<file path="config.mk">
export PLATFORM = sky130hd
export DESIGN_NAME = rtcpw_top
export DESIGN_NICKNAME = d
export VERILOG_FILES = /design/src/rtl/rtcpw_pkg.sv /design/src/rtl/rtcpw_divider.sv /design/src/rtl/rtcpw_top.sv /design/src/rtl/rtcpw_wakeup.sv
export SDC_FILE = /design/constraint.sdc
export NUM_CORES = 1
export LEC_CHECK = 0
export BUFFER_PORTS_ARGS = -buffer_cell sky130_fd_sc_hd__buf_2
export CORE_UTILIZATION = 59
export DETAILED_ROUTE_END_ITERATION = 6
export PLACE_DENSITY = 0.87
export SETUP_SLACK_MARGIN = 0.4
export SLEW_MARGIN = 10
export SYNTH_ARGS = -nofsm -noshare
export SYNTH_HDL_FRONTEND = slang
export SYNTH_SLANG_ARGS = --single-unit
</file>
<file path="constraint.sdc">
create_clock -name I_CLOCK -period 3 [get_ports I_CLOCK]
set_input_delay 0.9 -clock I_CLOCK [delete_from_list [all_inputs] [get_ports I_CLOCK]]
set_output_delay 0.9 -clock I_CLOCK [all_outputs]
set_load 0.01 [all_outputs]
</file>
<file path="src/rtl/rtcpw_pkg.sv">
// Purpose: Constants for the prescaler, wakeup and calibration block
// Assumes: 32-bit register port, byte addresses
// Notes:   Status word gathers the event flags of the lower half
//
// How it works
// - Wakeup flag sets at zero, write-zero clears
// - Timestamp event sets stamp flag
// - Second stamp while flagged sets overrun
// - Tamper inputs set bits 13 and 14
// - Calibration write sets pending, locks register
// - Prescaler writable only in init, unprotected
// - Two stage divide: async+1 then sync+1
// - Prescaler resets to 0x7F and 0xFF
// - Reload writable only when allowed, unprotected
// - Enabled timer flags once per period
// - Select bits 2 and 1 both set widen counter to 17 bits
// - First flag one full period after enable
// - Positive code adds about 4 ppm per step; here 2*code extra calendar ticks per 64-tick window
// - Negative code removes about 2 ppm per step; here code async ticks dropped per 64-tick window
// - Direction bit zero speeds, one slows
// - Init mode stops calendar, restarts on clear
// - Write-allowed flag high while timer disabled
package rtcpw_pkg;
  localparam logic [7:0]  ADDR_STATUS    = 8'h0C;
  localparam logic [7:0]  ADDR_PRESCALER = 8'h10;
  localparam logic [7:0]  ADDR_RELOAD    = 8'h14;
  localparam logic [7:0]  ADDR_CALIB     = 8'h18;
  localparam logic [31:0] RST_PRESCALER  = 32'h007F00FF;
  localparam logic [31:0] RST_RELOAD     = 32'h0000FFFF;
  localparam logic [31:0] RST_CALIB      = 32'h00000000;
  localparam int BIT_WR_ALLOWED = 2;
  localparam int BIT_INIT_EN    = 7;
  localparam int BIT_WAKEUP     = 10;
  localparam int BIT_STAMP      = 11;
  localparam int BIT_OVERRUN    = 12;
  localparam int BIT_TAMPER1    = 13;
  localparam int BIT_TAMPER2    = 14;
  localparam int BIT_RECAL      = 16;
  localparam int SYNC_LSB  = 0;
  localparam int SYNC_W    = 15;
  localparam int ASYNC_LSB = 16;
  localparam int ASYNC_W   = 7;
  localparam int CAL_CODE_W  = 5;
  localparam int CAL_DIR_BIT = 7;
  // Coarse calibration window, counted in sync divider ticks (extra calendar ticks excluded)
  localparam logic [7:0] CAL_WINDOW_TICKS = 8'h40;
  // Clock cycles a pending recalibration counts down before applying
  localparam logic [3:0] RECAL_APPLY_CYC = 4'h4;
  typedef enum logic [2:0] {
    RTCPW_WCLK_DIV16, RTCPW_WCLK_DIV8, RTCPW_WCLK_DIV4,
    RTCPW_WCLK_DIV2, RTCPW_WCLK_CAL0, RTCPW_WCLK_CAL1,
    RTCPW_WCLK_CAL2, RTCPW_WCLK_CAL3
  } rtcpw_wclk_t;
endpackage : rtcpw_pkg

</file>
<file path="src/rtl/rtcpw_divider.sv">
// Purpose: Programmable divide-by-(coeff+1) tick generator
// Assumes: Input tick is a one-cycle enable
// Notes:   Held in clear while i_hold is high
`timescale 1ns/1ps
module rtcpw_divider #(
  parameter int W = 7
) (
  // Clock and reset
  input  wire logic         i_clock,
  input  wire logic         i_resetn,
  // Control
  input  wire logic         i_hold,
  input  wire logic         i_tick,
  input  wire logic [W-1:0] i_coeff,
  // Output tick
  output logic              o_tick
);
  logic [W-1:0] cnt_q;
  wire          wrap = (cnt_q >= i_coeff);

  always_ff @(posedge i_clock or negedge i_resetn) begin
    if (!i_resetn) begin
      cnt_q <= '0;
    end else if (i_hold) begin
      cnt_q <= '0;
    end else if (i_tick) begin
      cnt_q <= wrap ? '0 : cnt_q + 1'b1;
    end
  end

  assign o_tick = i_tick && wrap && !i_hold;
endmodule : rtcpw_divider

</file>
<file path="src/rtl/rtcpw_top.sv">
// Purpose: Prescaler, wakeup timer and coarse calibration of the clock
// Assumes: I_CLOCK is the kernel clock; strobes one cycle long
// Notes:   Write protection comes from outside as a level; init mode is a status bit
`timescale 1ns/1ps
module rtcpw_top
  import rtcpw_pkg::*;
(
  // Clock and reset
  input  wire logic        I_CLOCK,
  input  wire logic        I_RESETN,
  // Register port
  input  wire logic [7:0]  I_ADDR,
  input  wire logic [31:0] I_WDATA,
  input  wire logic        I_WR,
  input  wire logic        I_RD,
  output logic      [31:0] O_RDATA,
  // Neighbour control
  input  wire logic        I_UNLOCKED,
  input  wire logic        I_WAKEUP_TIMER_ENABLE,
  input  wire logic [2:0]  I_WAKEUP_CLOCK_SELECT,
  // Events
  input  wire logic        I_STAMP_EVENT,
  input  wire logic        I_INTRUSION_ONE_INPUT,
  input  wire logic        I_INTRUSION_TWO_INPUT,
  // Clock ticks and status
  output logic             O_ASYNC_STAGE_TICK,
  output logic             O_CALENDAR_TICK,
  output logic             O_WAKEUP_EVENT_FLAG,
  output logic             O_INIT_MODE
);
  // Register state
  logic [31:0] psc_q;
  logic [15:0] reload_q;
  logic [7:0]  cal_q;
  logic        init_q;
  logic        wake_f_q, stamp_f_q, ovr_f_q, tp1_f_q, tp2_f_q;
  logic        recal_q;
  logic [3:0]  recal_cnt_q;
  logic [7:0]  cal_active_q;
  logic [7:0]  win_q;
  logic [6:0]  adj_q;
  logic [31:0] rdata_q;

  // Decode
  wire wr_sts   = I_WR && (I_ADDR == ADDR_STATUS);
  wire wr_psc   = I_WR && (I_ADDR == ADDR_PRESCALER);
  wire wr_rld   = I_WR && (I_ADDR == ADDR_RELOAD);
  wire wr_cal   = I_WR && (I_ADDR == ADDR_CALIB);
  wire wr_allow = !I_WAKEUP_TIMER_ENABLE;
  wire psc_ok   = wr_psc && init_q && I_UNLOCKED;
  wire rld_ok   = wr_rld && wr_allow && I_UNLOCKED;
  wire cal_ok   = wr_cal && !recal_q && I_UNLOCKED;
  // Write of zero clears; one leaves the flag alone
  wire clr_wake  = wr_sts && !I_WDATA[BIT_WAKEUP];
  wire clr_stamp = wr_sts && !I_WDATA[BIT_STAMP];
  wire clr_ovr   = wr_sts && !I_WDATA[BIT_OVERRUN];
  wire clr_tp1   = wr_sts && !I_WDATA[BIT_TAMPER1];
  wire clr_tp2   = wr_sts && !I_WDATA[BIT_TAMPER2];

  // Two-stage prescaler
  logic async_tick;
  logic sync_tick;
  rtcpw_divider #(.W(ASYNC_W)) u_async (
    .i_clock  (I_CLOCK),
    .i_resetn (I_RESETN),
    .i_hold   (init_q),
    .i_tick   (1'b1),
    .i_coeff  (psc_q[ASYNC_LSB +: ASYNC_W]),
    .o_tick   (async_tick)
  );

  // Coarse calibration: once per window, positive code adds
  // 2*code extra calendar ticks (faster), negative drops code
  // async ticks from the sync count (slower). Granularity, not exact ppm.
  wire        cal_neg  = cal_active_q[CAL_DIR_BIT];
  wire [4:0]  cal_code = cal_active_q[CAL_CODE_W-1:0];
  wire [6:0]  adj_pos  = {1'b0, cal_code, 1'b0};
  wire [6:0]  adj_neg  = {2'b00, cal_code};
  wire        adj_busy = (adj_q != 7'h00);
  wire        stall    = adj_busy && cal_neg && async_tick;
  wire        extra    = adj_busy && !cal_neg && async_tick;
  wire        sync_in  = async_tick && !stall;
  logic       sync_raw;
  rtcpw_divider #(.W(SYNC_W)) u_sync (
    .i_clock  (I_CLOCK),
    .i_resetn (I_RESETN),
    .i_hold   (init_q),
    .i_tick   (sync_in),
    .i_coeff  (psc_q[SYNC_LSB +: SYNC_W]),
    .o_tick   (sync_raw)
  );
  // Positive step: a spare tick goes to the calendar output only, not the divider
  assign sync_tick = sync_raw;
  wire win_end = sync_tick && (win_q == CAL_WINDOW_TICKS - 8'h01);

  // Wakeup clock select
  logic [3:0] kdiv_q;
  logic       wake_tick;
  always_comb begin
    unique case (rtcpw_wclk_t'(I_WAKEUP_CLOCK_SELECT))
      RTCPW_WCLK_DIV16: wake_tick = (kdiv_q == 4'hF);
      RTCPW_WCLK_DIV8:  wake_tick = (kdiv_q[2:0] == 3'h7);
      RTCPW_WCLK_DIV4:  wake_tick = (kdiv_q[1:0] == 2'h3);
      RTCPW_WCLK_DIV2:  wake_tick = kdiv_q[0];
      default:          wake_tick = sync_tick;
    endcase
  end
  wire [16:0] reload17 = {I_WAKEUP_CLOCK_SELECT[2] &
                          I_WAKEUP_CLOCK_SELECT[1], reload_q};
  logic wake_evt;
  rtcpw_wakeup u_wake (
    .i_clock  (I_CLOCK),
    .i_resetn (I_RESETN),
    .i_enable (I_WAKEUP_TIMER_ENABLE),
    .i_tick   (wake_tick),
    .i_reload (reload17),
    .o_event  (wake_evt)
  );

  // Configuration registers
  always_ff @(posedge I_CLOCK or negedge I_RESETN) begin
    if (!I_RESETN) begin
      psc_q    <= RST_PRESCALER;
      reload_q <= RST_RELOAD[15:0];
      cal_q    <= RST_CALIB[7:0];
      init_q   <= 1'b0;
      kdiv_q   <= 4'h0;
    end else begin
      kdiv_q <= kdiv_q + 4'h1;
      if (wr_sts)
        init_q <= I_WDATA[BIT_INIT_EN];
      if (psc_ok)
        psc_q <= {9'h000, I_WDATA[22:16], 1'b0, I_WDATA[14:0]};
      if (rld_ok)
        reload_q <= I_WDATA[15:0];
      if (cal_ok)
        cal_q <= {I_WDATA[7], 2'b00, I_WDATA[4:0]};
    end
  end

  // Event flags: a set in the clear cycle wins
  always_ff @(posedge I_CLOCK or negedge I_RESETN) begin
    if (!I_RESETN) begin
      wake_f_q  <= 1'b0;
      stamp_f_q <= 1'b0;
      ovr_f_q   <= 1'b0;
      tp1_f_q   <= 1'b0;
      tp2_f_q   <= 1'b0;
    end else begin
      wake_f_q  <= wake_evt || (wake_f_q && !clr_wake);
      stamp_f_q <= I_STAMP_EVENT || (stamp_f_q && !clr_stamp);
      ovr_f_q   <= (I_STAMP_EVENT && stamp_f_q) || (ovr_f_q && !clr_ovr);
      tp1_f_q   <= I_INTRUSION_ONE_INPUT || (tp1_f_q && !clr_tp1);
      tp2_f_q   <= I_INTRUSION_TWO_INPUT || (tp2_f_q && !clr_tp2);
    end
  end

  // Recalibration pending and calibration application
  always_ff @(posedge I_CLOCK or negedge I_RESETN) begin
    if (!I_RESETN) begin
      recal_q      <= 1'b0;
      recal_cnt_q  <= 4'h0;
      cal_active_q <= RST_CALIB[7:0];
      win_q        <= 8'h00;
      adj_q        <= 7'h00;
    end else begin
      if (cal_ok) begin
        recal_q     <= 1'b1;
        recal_cnt_q <= RECAL_APPLY_CYC;
      end else if (recal_q) begin
        if (recal_cnt_q == 4'h0) begin
          recal_q      <= 1'b0;
          cal_active_q <= cal_q;
        end else begin
          recal_cnt_q <= recal_cnt_q - 4'h1;
        end
      end
      if (sync_tick)
        win_q <= win_end ? 8'h00 : win_q + 8'h01;
      if (win_end)
        adj_q <= cal_neg ? adj_neg : adj_pos;
      else if (stall || extra)
        adj_q <= adj_q - 7'h01;
    end
  end

  // Read mux, data one cycle after the strobe
  wire [31:0] sts_word = {15'h0000, recal_q, 1'b0, tp2_f_q, tp1_f_q,
                          ovr_f_q, stamp_f_q, wake_f_q, 2'b00, init_q,
                          4'h0, wr_allow, 2'b00};
  wire [31:0] rd_mux =
    (I_ADDR == ADDR_STATUS)    ? sts_word :
    (I_ADDR == ADDR_PRESCALER) ? psc_q :
    (I_ADDR == ADDR_RELOAD)    ? {16'h0000, reload_q} :
    (I_ADDR == ADDR_CALIB)     ? {24'h000000, cal_q} : 32'h00000000;

  always_ff @(posedge I_CLOCK or negedge I_RESETN) begin
    if (!I_RESETN)
      rdata_q <= 32'h00000000;
    else
      rdata_q <= I_RD ? rd_mux : 32'h00000000;
  end

  assign O_RDATA             = rdata_q;
  assign O_ASYNC_STAGE_TICK  = async_tick;
  assign O_CALENDAR_TICK     = sync_tick || (extra && !init_q);
  assign O_WAKEUP_EVENT_FLAG = wake_f_q;
  assign O_INIT_MODE         = init_q;

  a_wake_set: assert property (@(posedge I_CLOCK) disable iff (!I_RESETN)
    wake_evt |=> wake_f_q)
    else $error("Wakeup flag missed its event");
  a_stamp_set: assert property (@(posedge I_CLOCK) disable iff (!I_RESETN)
    I_STAMP_EVENT |=> stamp_f_q)
    else $error("Stamp flag missed its event");
  a_overrun_set: assert property (@(posedge I_CLOCK) disable iff (!I_RESETN)
    I_STAMP_EVENT && stamp_f_q |=> ovr_f_q)
    else $error("Overrun not flagged");
  a_tamper_set: assert property (@(posedge I_CLOCK) disable iff (!I_RESETN)
    I_INTRUSION_TWO_INPUT |=> tp2_f_q && sts_word[BIT_TAMPER2])
    else $error("Tamper two not flagged");
  a_recal_lock: assert property (@(posedge I_CLOCK) disable iff (!I_RESETN)
    wr_cal && recal_q |=> $stable(cal_q))
    else $error("Calibration changed while pending");
  a_recal_done: assert property (@(posedge I_CLOCK) disable iff (!I_RESETN)
    cal_ok |-> ##[1:6] !recal_q)
    else $error("Recalibration never applied");
  a_psc_guard: assert property (@(posedge I_CLOCK) disable iff (!I_RESETN)
    wr_psc && !init_q |=> $stable(psc_q))
    else $error("Prescaler written outside init");
  a_rld_guard: assert property (@(posedge I_CLOCK) disable iff (!I_RESETN)
    wr_rld && I_WAKEUP_TIMER_ENABLE |=> $stable(reload_q))
    else $error("Reload written while timer runs");
  a_init_stop: assert property (@(posedge I_CLOCK) disable iff (!I_RESETN)
    init_q |-> !async_tick && !sync_tick)
    else $error("Prescaler ticks in init mode");
  a_keep_one: assert property (@(posedge I_CLOCK) disable iff (!I_RESETN)
    wr_sts && I_WDATA[BIT_TAMPER1] && tp1_f_q |=> tp1_f_q)
    else $error("Writing one cleared a flag");
endmodule : rtcpw_top

</file>
<file path="src/rtl/rtcpw_wakeup.sv">
// Purpose: Wakeup down-counter with auto-reload
// Assumes: Count tick is a one-cycle enable
// Notes:   Loads on enable so the first event takes a full period
`timescale 1ns/1ps
module rtcpw_wakeup (
  // Clock and reset
  input  wire logic        i_clock,
  input  wire logic        i_resetn,
  // Control
  input  wire logic        i_enable,
  input  wire logic        i_tick,
  input  wire logic [16:0] i_reload,
  // Event
  output logic             o_event
);
  logic [16:0] cnt_q;
  logic        en_q;
  wire         start = i_enable && !en_q;
  wire         zero  = (cnt_q == 17'h00000);

  always_ff @(posedge i_clock or negedge i_resetn) begin
    if (!i_resetn) begin
      cnt_q <= '0;
      en_q  <= 1'b0;
    end else begin
      en_q <= i_enable;
      if (start)
        cnt_q <= i_reload;
      else if (en_q && i_tick)
        cnt_q <= zero ? i_reload : cnt_q - 1'b1;
    end
  end

  assign o_event = en_q && i_enable && i_tick && zero;

  a_wake_period: assert property (@(posedge i_clock) disable iff (!i_resetn)
    start |=> (cnt_q == $past(i_reload)))
    else $error("Counter not loaded on enable");
endmodule : rtcpw_wakeup

</file>
==> impl_table.tex <==
\begin{tabular}{lr}
\hline
Metric & Value \\
\hline
\multicolumn{2}{l}{\textbf{Outcome}} \\
\quad Status & finished with violations \\
\quad Violated checks & setup timing \\
\multicolumn{2}{l}{\textbf{Synth}} \\
\quad Cell taking the most area after synthesis & dfrtp\_1 \\
\quad Number of flip-flops and latches in the synthesized netlist & 143 \\
\quad Number of enable-type register cells in the synthesized netlist & 0 \\
\quad Post-synth top cells & 112 x dfrtp\_1, 91 x nand2\_1, 56 x nor2\_1, 50 x o21ai\_0, 38 x a21oi\_1 \\
\quad Yosys warning total & 0 \\
\quad Cell area after technology mapping & roughly 7300 sq um \\
\quad Synthesized area divided by synthesized cell count & 10.0 sq um \\
\quad Fraction of synthesized cell area taken by the top area cell type & 38.3\% \\
\quad Share of flip-flops with an asynchronous set or reset after synthesis & 100\% \\
\quad Distinct cells, synth & between 70 and 80 \\
\quad Synth area leaders & dfrtp\_1 38\%, dfstp\_2 11\%, ha\_1 5.1\%, nand2\_1 4.7\%, o21ai\_0 3.4\% \\
\quad Part of the Yosys area used for sequential elements & roughly half \\
\quad Primary FF master, synth & dfrtp\_1 \\
\quad Most used standard cell by instance count after synthesis & dfrtp\_1 \\
\quad Number of cells produced by synthesis & $\sim$730 \\
\multicolumn{2}{l}{\textbf{Clock network}} \\
\quad Number of buffers added by the clock tree synthesis step & 17 \\
\quad Num Clock Sinks & around 140 \\
\quad Clk buf depth & 2 \\
\quad Clock tree from TritonCTS & done \\
\quad Clock insertion delay at the later pin of the skew report & between 0.4 and 0.5 ns \\
\quad Clock input transition at the sequential cells of the worst setup and hold paths & approximately 0.070 ns \\
\quad Root Driver & clkbuf\_16 \\
\quad Number of buffers inserted for hold repair after clock tree synthesis & 0 \\
\quad H-tree depth & 4 \\
\multicolumn{2}{l}{\textbf{Global routing}} \\
\quad Initial antenna violation count & 0 \\
\quad Overflow left after global routing & 0 \\
\quad Vias in the first global route & 6320 \\
\quad Largest net degree at the start of global routing & between 60 and 70 \\
\quad First-pass GRT wire length & roughly 31 mm \\
\quad Total GRT Usage & about a third \\
\multicolumn{2}{l}{\textbf{Timing}} \\
\quad Final worst path period share & 112\% \\
\quad Max Clock Skew & $\sim$0.015 ns \\
\quad Final worst setup slack & -0.358 ns \\
\quad Number of hold violations in the final report & 0 \\
\quad Setup total negative slack & -6.80 ns \\
\quad Worst rel slew slack & about two fifths \\
\quad Number of max-slew violations in the final report & 0 \\
\quad Shortest clock period the worst path allows after layout & approximately 3.4 ns \\
\quad Setup-failing EPs final & 32 \\
\quad Unrepaired setup endpoints after global routing & yes \\
\quad FMAX & 298 MHz \\
\quad Worst Max-Slew Pin Slew & approximately 0.88 ns \\
\multicolumn{2}{l}{\textbf{Detailed routing}} \\
\quad Average detailed-routed wire length per instance & 23.2 microns \\
\quad Number of remaining DRC errors & 0 \\
\quad Iter 0 DRT Violations & about 980 \\
\quad First-pass iteration count of the detailed router & 6 \\
\quad Drt via density & around 6.6 \\
\quad Vias after detailed routing & 6847 \\
\quad Final WL & approximately 24 mm \\
\quad Post-route antenna net violation count & 0 \\
\multicolumn{2}{l}{\textbf{Setup path}} \\
\quad FF-to-FF path depth & 12 \\
\quad Crit path launch type & flip-flop \\
\quad Worst reg-to-reg setup slack & -0.32 ns \\
\quad Req. time, crit path & about 2.1 ns \\
\quad Maximum fanout count along the critical path & 2 \\
\quad Element type at the critical path end & primary output \\
\quad Setup crit end & O\_CALENDAR\_TICK \\
\quad Worst r2r dst & u\_wake.cnt\_q[9] \\
\quad Crit path from & psc\_q[5] \\
\quad Worst path arrival time & 2.46 ns \\
\quad Setup Crit Path Kind & reg -> out \\
\quad Startpoint of the worst register-to-register path & u\_sync.cnt\_q[11] \\
\multicolumn{2}{l}{\textbf{Floorplan}} \\
\quad DIE HEIGHT & between 100 and 150 microns \\
\quad Placeable Area & approximately 12000 sq um \\
\quad Boundary Pins & a little under 90 \\
\quad Initial cell density of the core & around three fifths \\
\quad Die Area & between 10000 and 15000 sq um \\
\quad Width of the chip & between 100 and 150 microns \\
\quad Total number of placement rows & 40 \\
\multicolumn{2}{l}{\textbf{Finish}} \\
\quad Diodes inserted & 0 \\
\quad \# fillers & a little over 600 \\
\quad Fraction of final layout cells sized beyond drive strength 1 & 38.0\% \\
\quad Nets & slightly above 900 \\
\quad Layout Area Growth over Synthesis & 30.1\% \\
\multicolumn{2}{l}{\textbf{Job}} \\
\quad Max Cap Viol & 0 \\
\multicolumn{2}{l}{\textbf{Pwr}} \\
\quad Combinational share of power & around 17\% \\
\quad Cell Pwr Density & 532 nW/um\^{}2 \\
\quad Portion of total power attributed to the clock network & between 30\% and 40\% \\
\quad Total net switching power & 1.53 mW \\
\quad Internal portion of total power & $\sim$3.5 mW \\
\quad Worst vdd ir & $\sim$380 uV \\
\quad Switching power share of the total & between 30\% and 40\% \\
\quad Flop pwr share & $\sim$45\% \\
\quad Static leakage & between 4 and 5 nW \\
\multicolumn{2}{l}{\textbf{Hold path}} \\
\quad Class of the tightest hold or removal check & in -> async \\
\multicolumn{2}{l}{\textbf{Place}} \\
\quad Half-perimeter wire length of the detailed placement result & roughly 13 mm \\
\quad Final GP Congestion & about 0.89 \\
\quad Placement Setup Slack & -0.0471 ns \\
\quad Buffers on Ports & 69 \\
\hline
\end{tabular}
-- power groups by stage --
stage	Sequential (mW)	Clock, mW	Combinational (mW)
final	2.30	1.93	0.838
after floorplan	2.24	0	0.474
after detailed placement	2.28	0	0.655
after CTS	2.26	1.89	0.697
after global placement	2.27	0	0.599
after global routing	2.32	2.00	0.905
-- area by class of cell --
class                      count  area [sq um]  area share (%)
multi-input combinational    528          4070            42.6
timing repair buffer         128           983            10.3
tap                          168           210            2.20
clock buffer                  25           485            5.09
clock inverter                 7          37.5           0.394
sequential                   143          3620            38.0
inverter                      35           131            1.38
-- stage by stage --
| stage | instances | hold slack, ns | power, mW | utilization [%] | area, sq um |
|---|---|---|---|---|---|
| after global routing | 1034 | 0.460 | 5.22 | 79.0 | 9530 |
| after detailed placement | 960 | 0.473 | 2.94 | 65.7 | 7920 |
| after floorplan | 739 | 0.435 | 2.71 | - | 7380 |
| after global placement | 960 | 0.449 | 2.87 | 65.7 | 7920 |
| after CTS | 1008 | 0.440 | 4.85 | 72.5 | 8750 |
| final | 1034 | 0.433 | 5.07 | 79.0 | 9530 |
-- worst min-delay path by stage --
stage / to / slack [ns] / depth (start not counted)
after floorplan: kdiv_q[0] / 0.44 / 1
after global placement: kdiv_q[0] / 0.45 / 1
after detailed placement: u_sync.cnt_q[14] / 0.47 / 1
after CTS: kdiv_q[0] / 0.44 / 1
after global routing: kdiv_q[0] / 0.46 / 1
final: kdiv_q[0] / 0.43 / 1
-- cell usage in the layout, fill, tap and decap left out, types with 7 or more instances in the layout --
cell / Yosys / final
mux2_2: 15 / 14
inv_1: 35 / 23
buf_2: 11 / 67
inv_2: 0 / 12
nor2_1: 56 / 47
nand2_1: 91 / 85
o21ai_1: 15 / 15
nand4_1: 10 / 10
xnor2_1: 16 / 16
nor2b_1: 16 / 15
o21ai_2: 1 / 10
a21oi_1: 38 / 20
a22oi_1: 7 / 7
nand3_1: 18 / 15
nor3_1: 9 / 9
mux2_1: 10 / 10
ha_1: 30 / 15
dfrtp_1: 112 / 109
buf_4: 12 / 27
clkbuf_16: 0 / 19
dfstp_2: 31 / 31
nand2b_1: 9 / 8
a21oi_2: 1 / 16
ha_4: 0 / 15
and2_1: 11 / 10
o21ai_0: 50 / 39
conb_1: 1 / 9
and3_1: 12 / 10
buf_6: 2 / 28
-- metal layers --
layer | global-route usage (%) | part of all wire, % | up-vias
li1 | - | - | 2812
met1 | 38.2 | 36 | 3331
met2 | 53.9 | 48 | 548
met3 | 9.14 | 9.8 | 156
met4 | 14.6 | 6.1 | 0
met5 | 0 | 0 | -
-- critical path, cell delays in order, from the launching register on --
cell	delay, ns
dfstp_2	0.57
inv_2	0.07
ha_4	0.21
o21ai_0	0.24
nor2_1	0.16
o31ai_4	0.30
nand2_2	0.11
o211a_1	0.23
buf_2	0.14
-- kinds of logic (layout without fill, tap and decap cells) --
family | after synthesis | count (layout) | share of synthesized area [%]
AOI/OAI and AO/OA | 165 | 166 | 14.6
xor gates and xnor gates | 21 | 21 | 2.51
adders and majority gates | 30 | 30 | 5.12
buffers and inverters | 70 | 195 | 4.59
DFF | 143 | 143 | 49.4
muxes | 31 | 31 | 4.66
other | 1 | 9 | 0.0512
and+or+nand+nor | 270 | 271 | 19.1
-- registers in the layout (all words and copies together) (netlist names) --
| name | count |
|---|---|
| O_RDATA | 23 |
| psc_q | 22 |
| u_wake.cnt_q | 17 |
| reload_q | 16 |
| u_sync.cnt_q | 15 |
| win_q | 8 |
| adj_q | 7 |
| u_async.cnt_q | 7 |
| cal_active_q | 6 |
| cal_q | 6 |
| kdiv_q | 4 |
| recal_cnt_q | 4 |
| O_INIT_MODE | 1 |
| O_WAKEUP_EVENT_FLAG | 1 |
| ovr_f_q | 1 |
| recal_q | 1 |
| stamp_f_q | 1 |
| tp1_f_q | 1 |
| tp2_f_q | 1 |
| u_wake.en_q | 1 |
-- repair_timing --
action	CTS	global route
gates cloned	0	5
endpoints found under the setup margin	44	47
pin swaps	19	36
gates resized for setup	33	132
buffers inserted	16	21
hold endpoints to repair	0	0
Note: power is estimated with default switching activity, not from simulation.
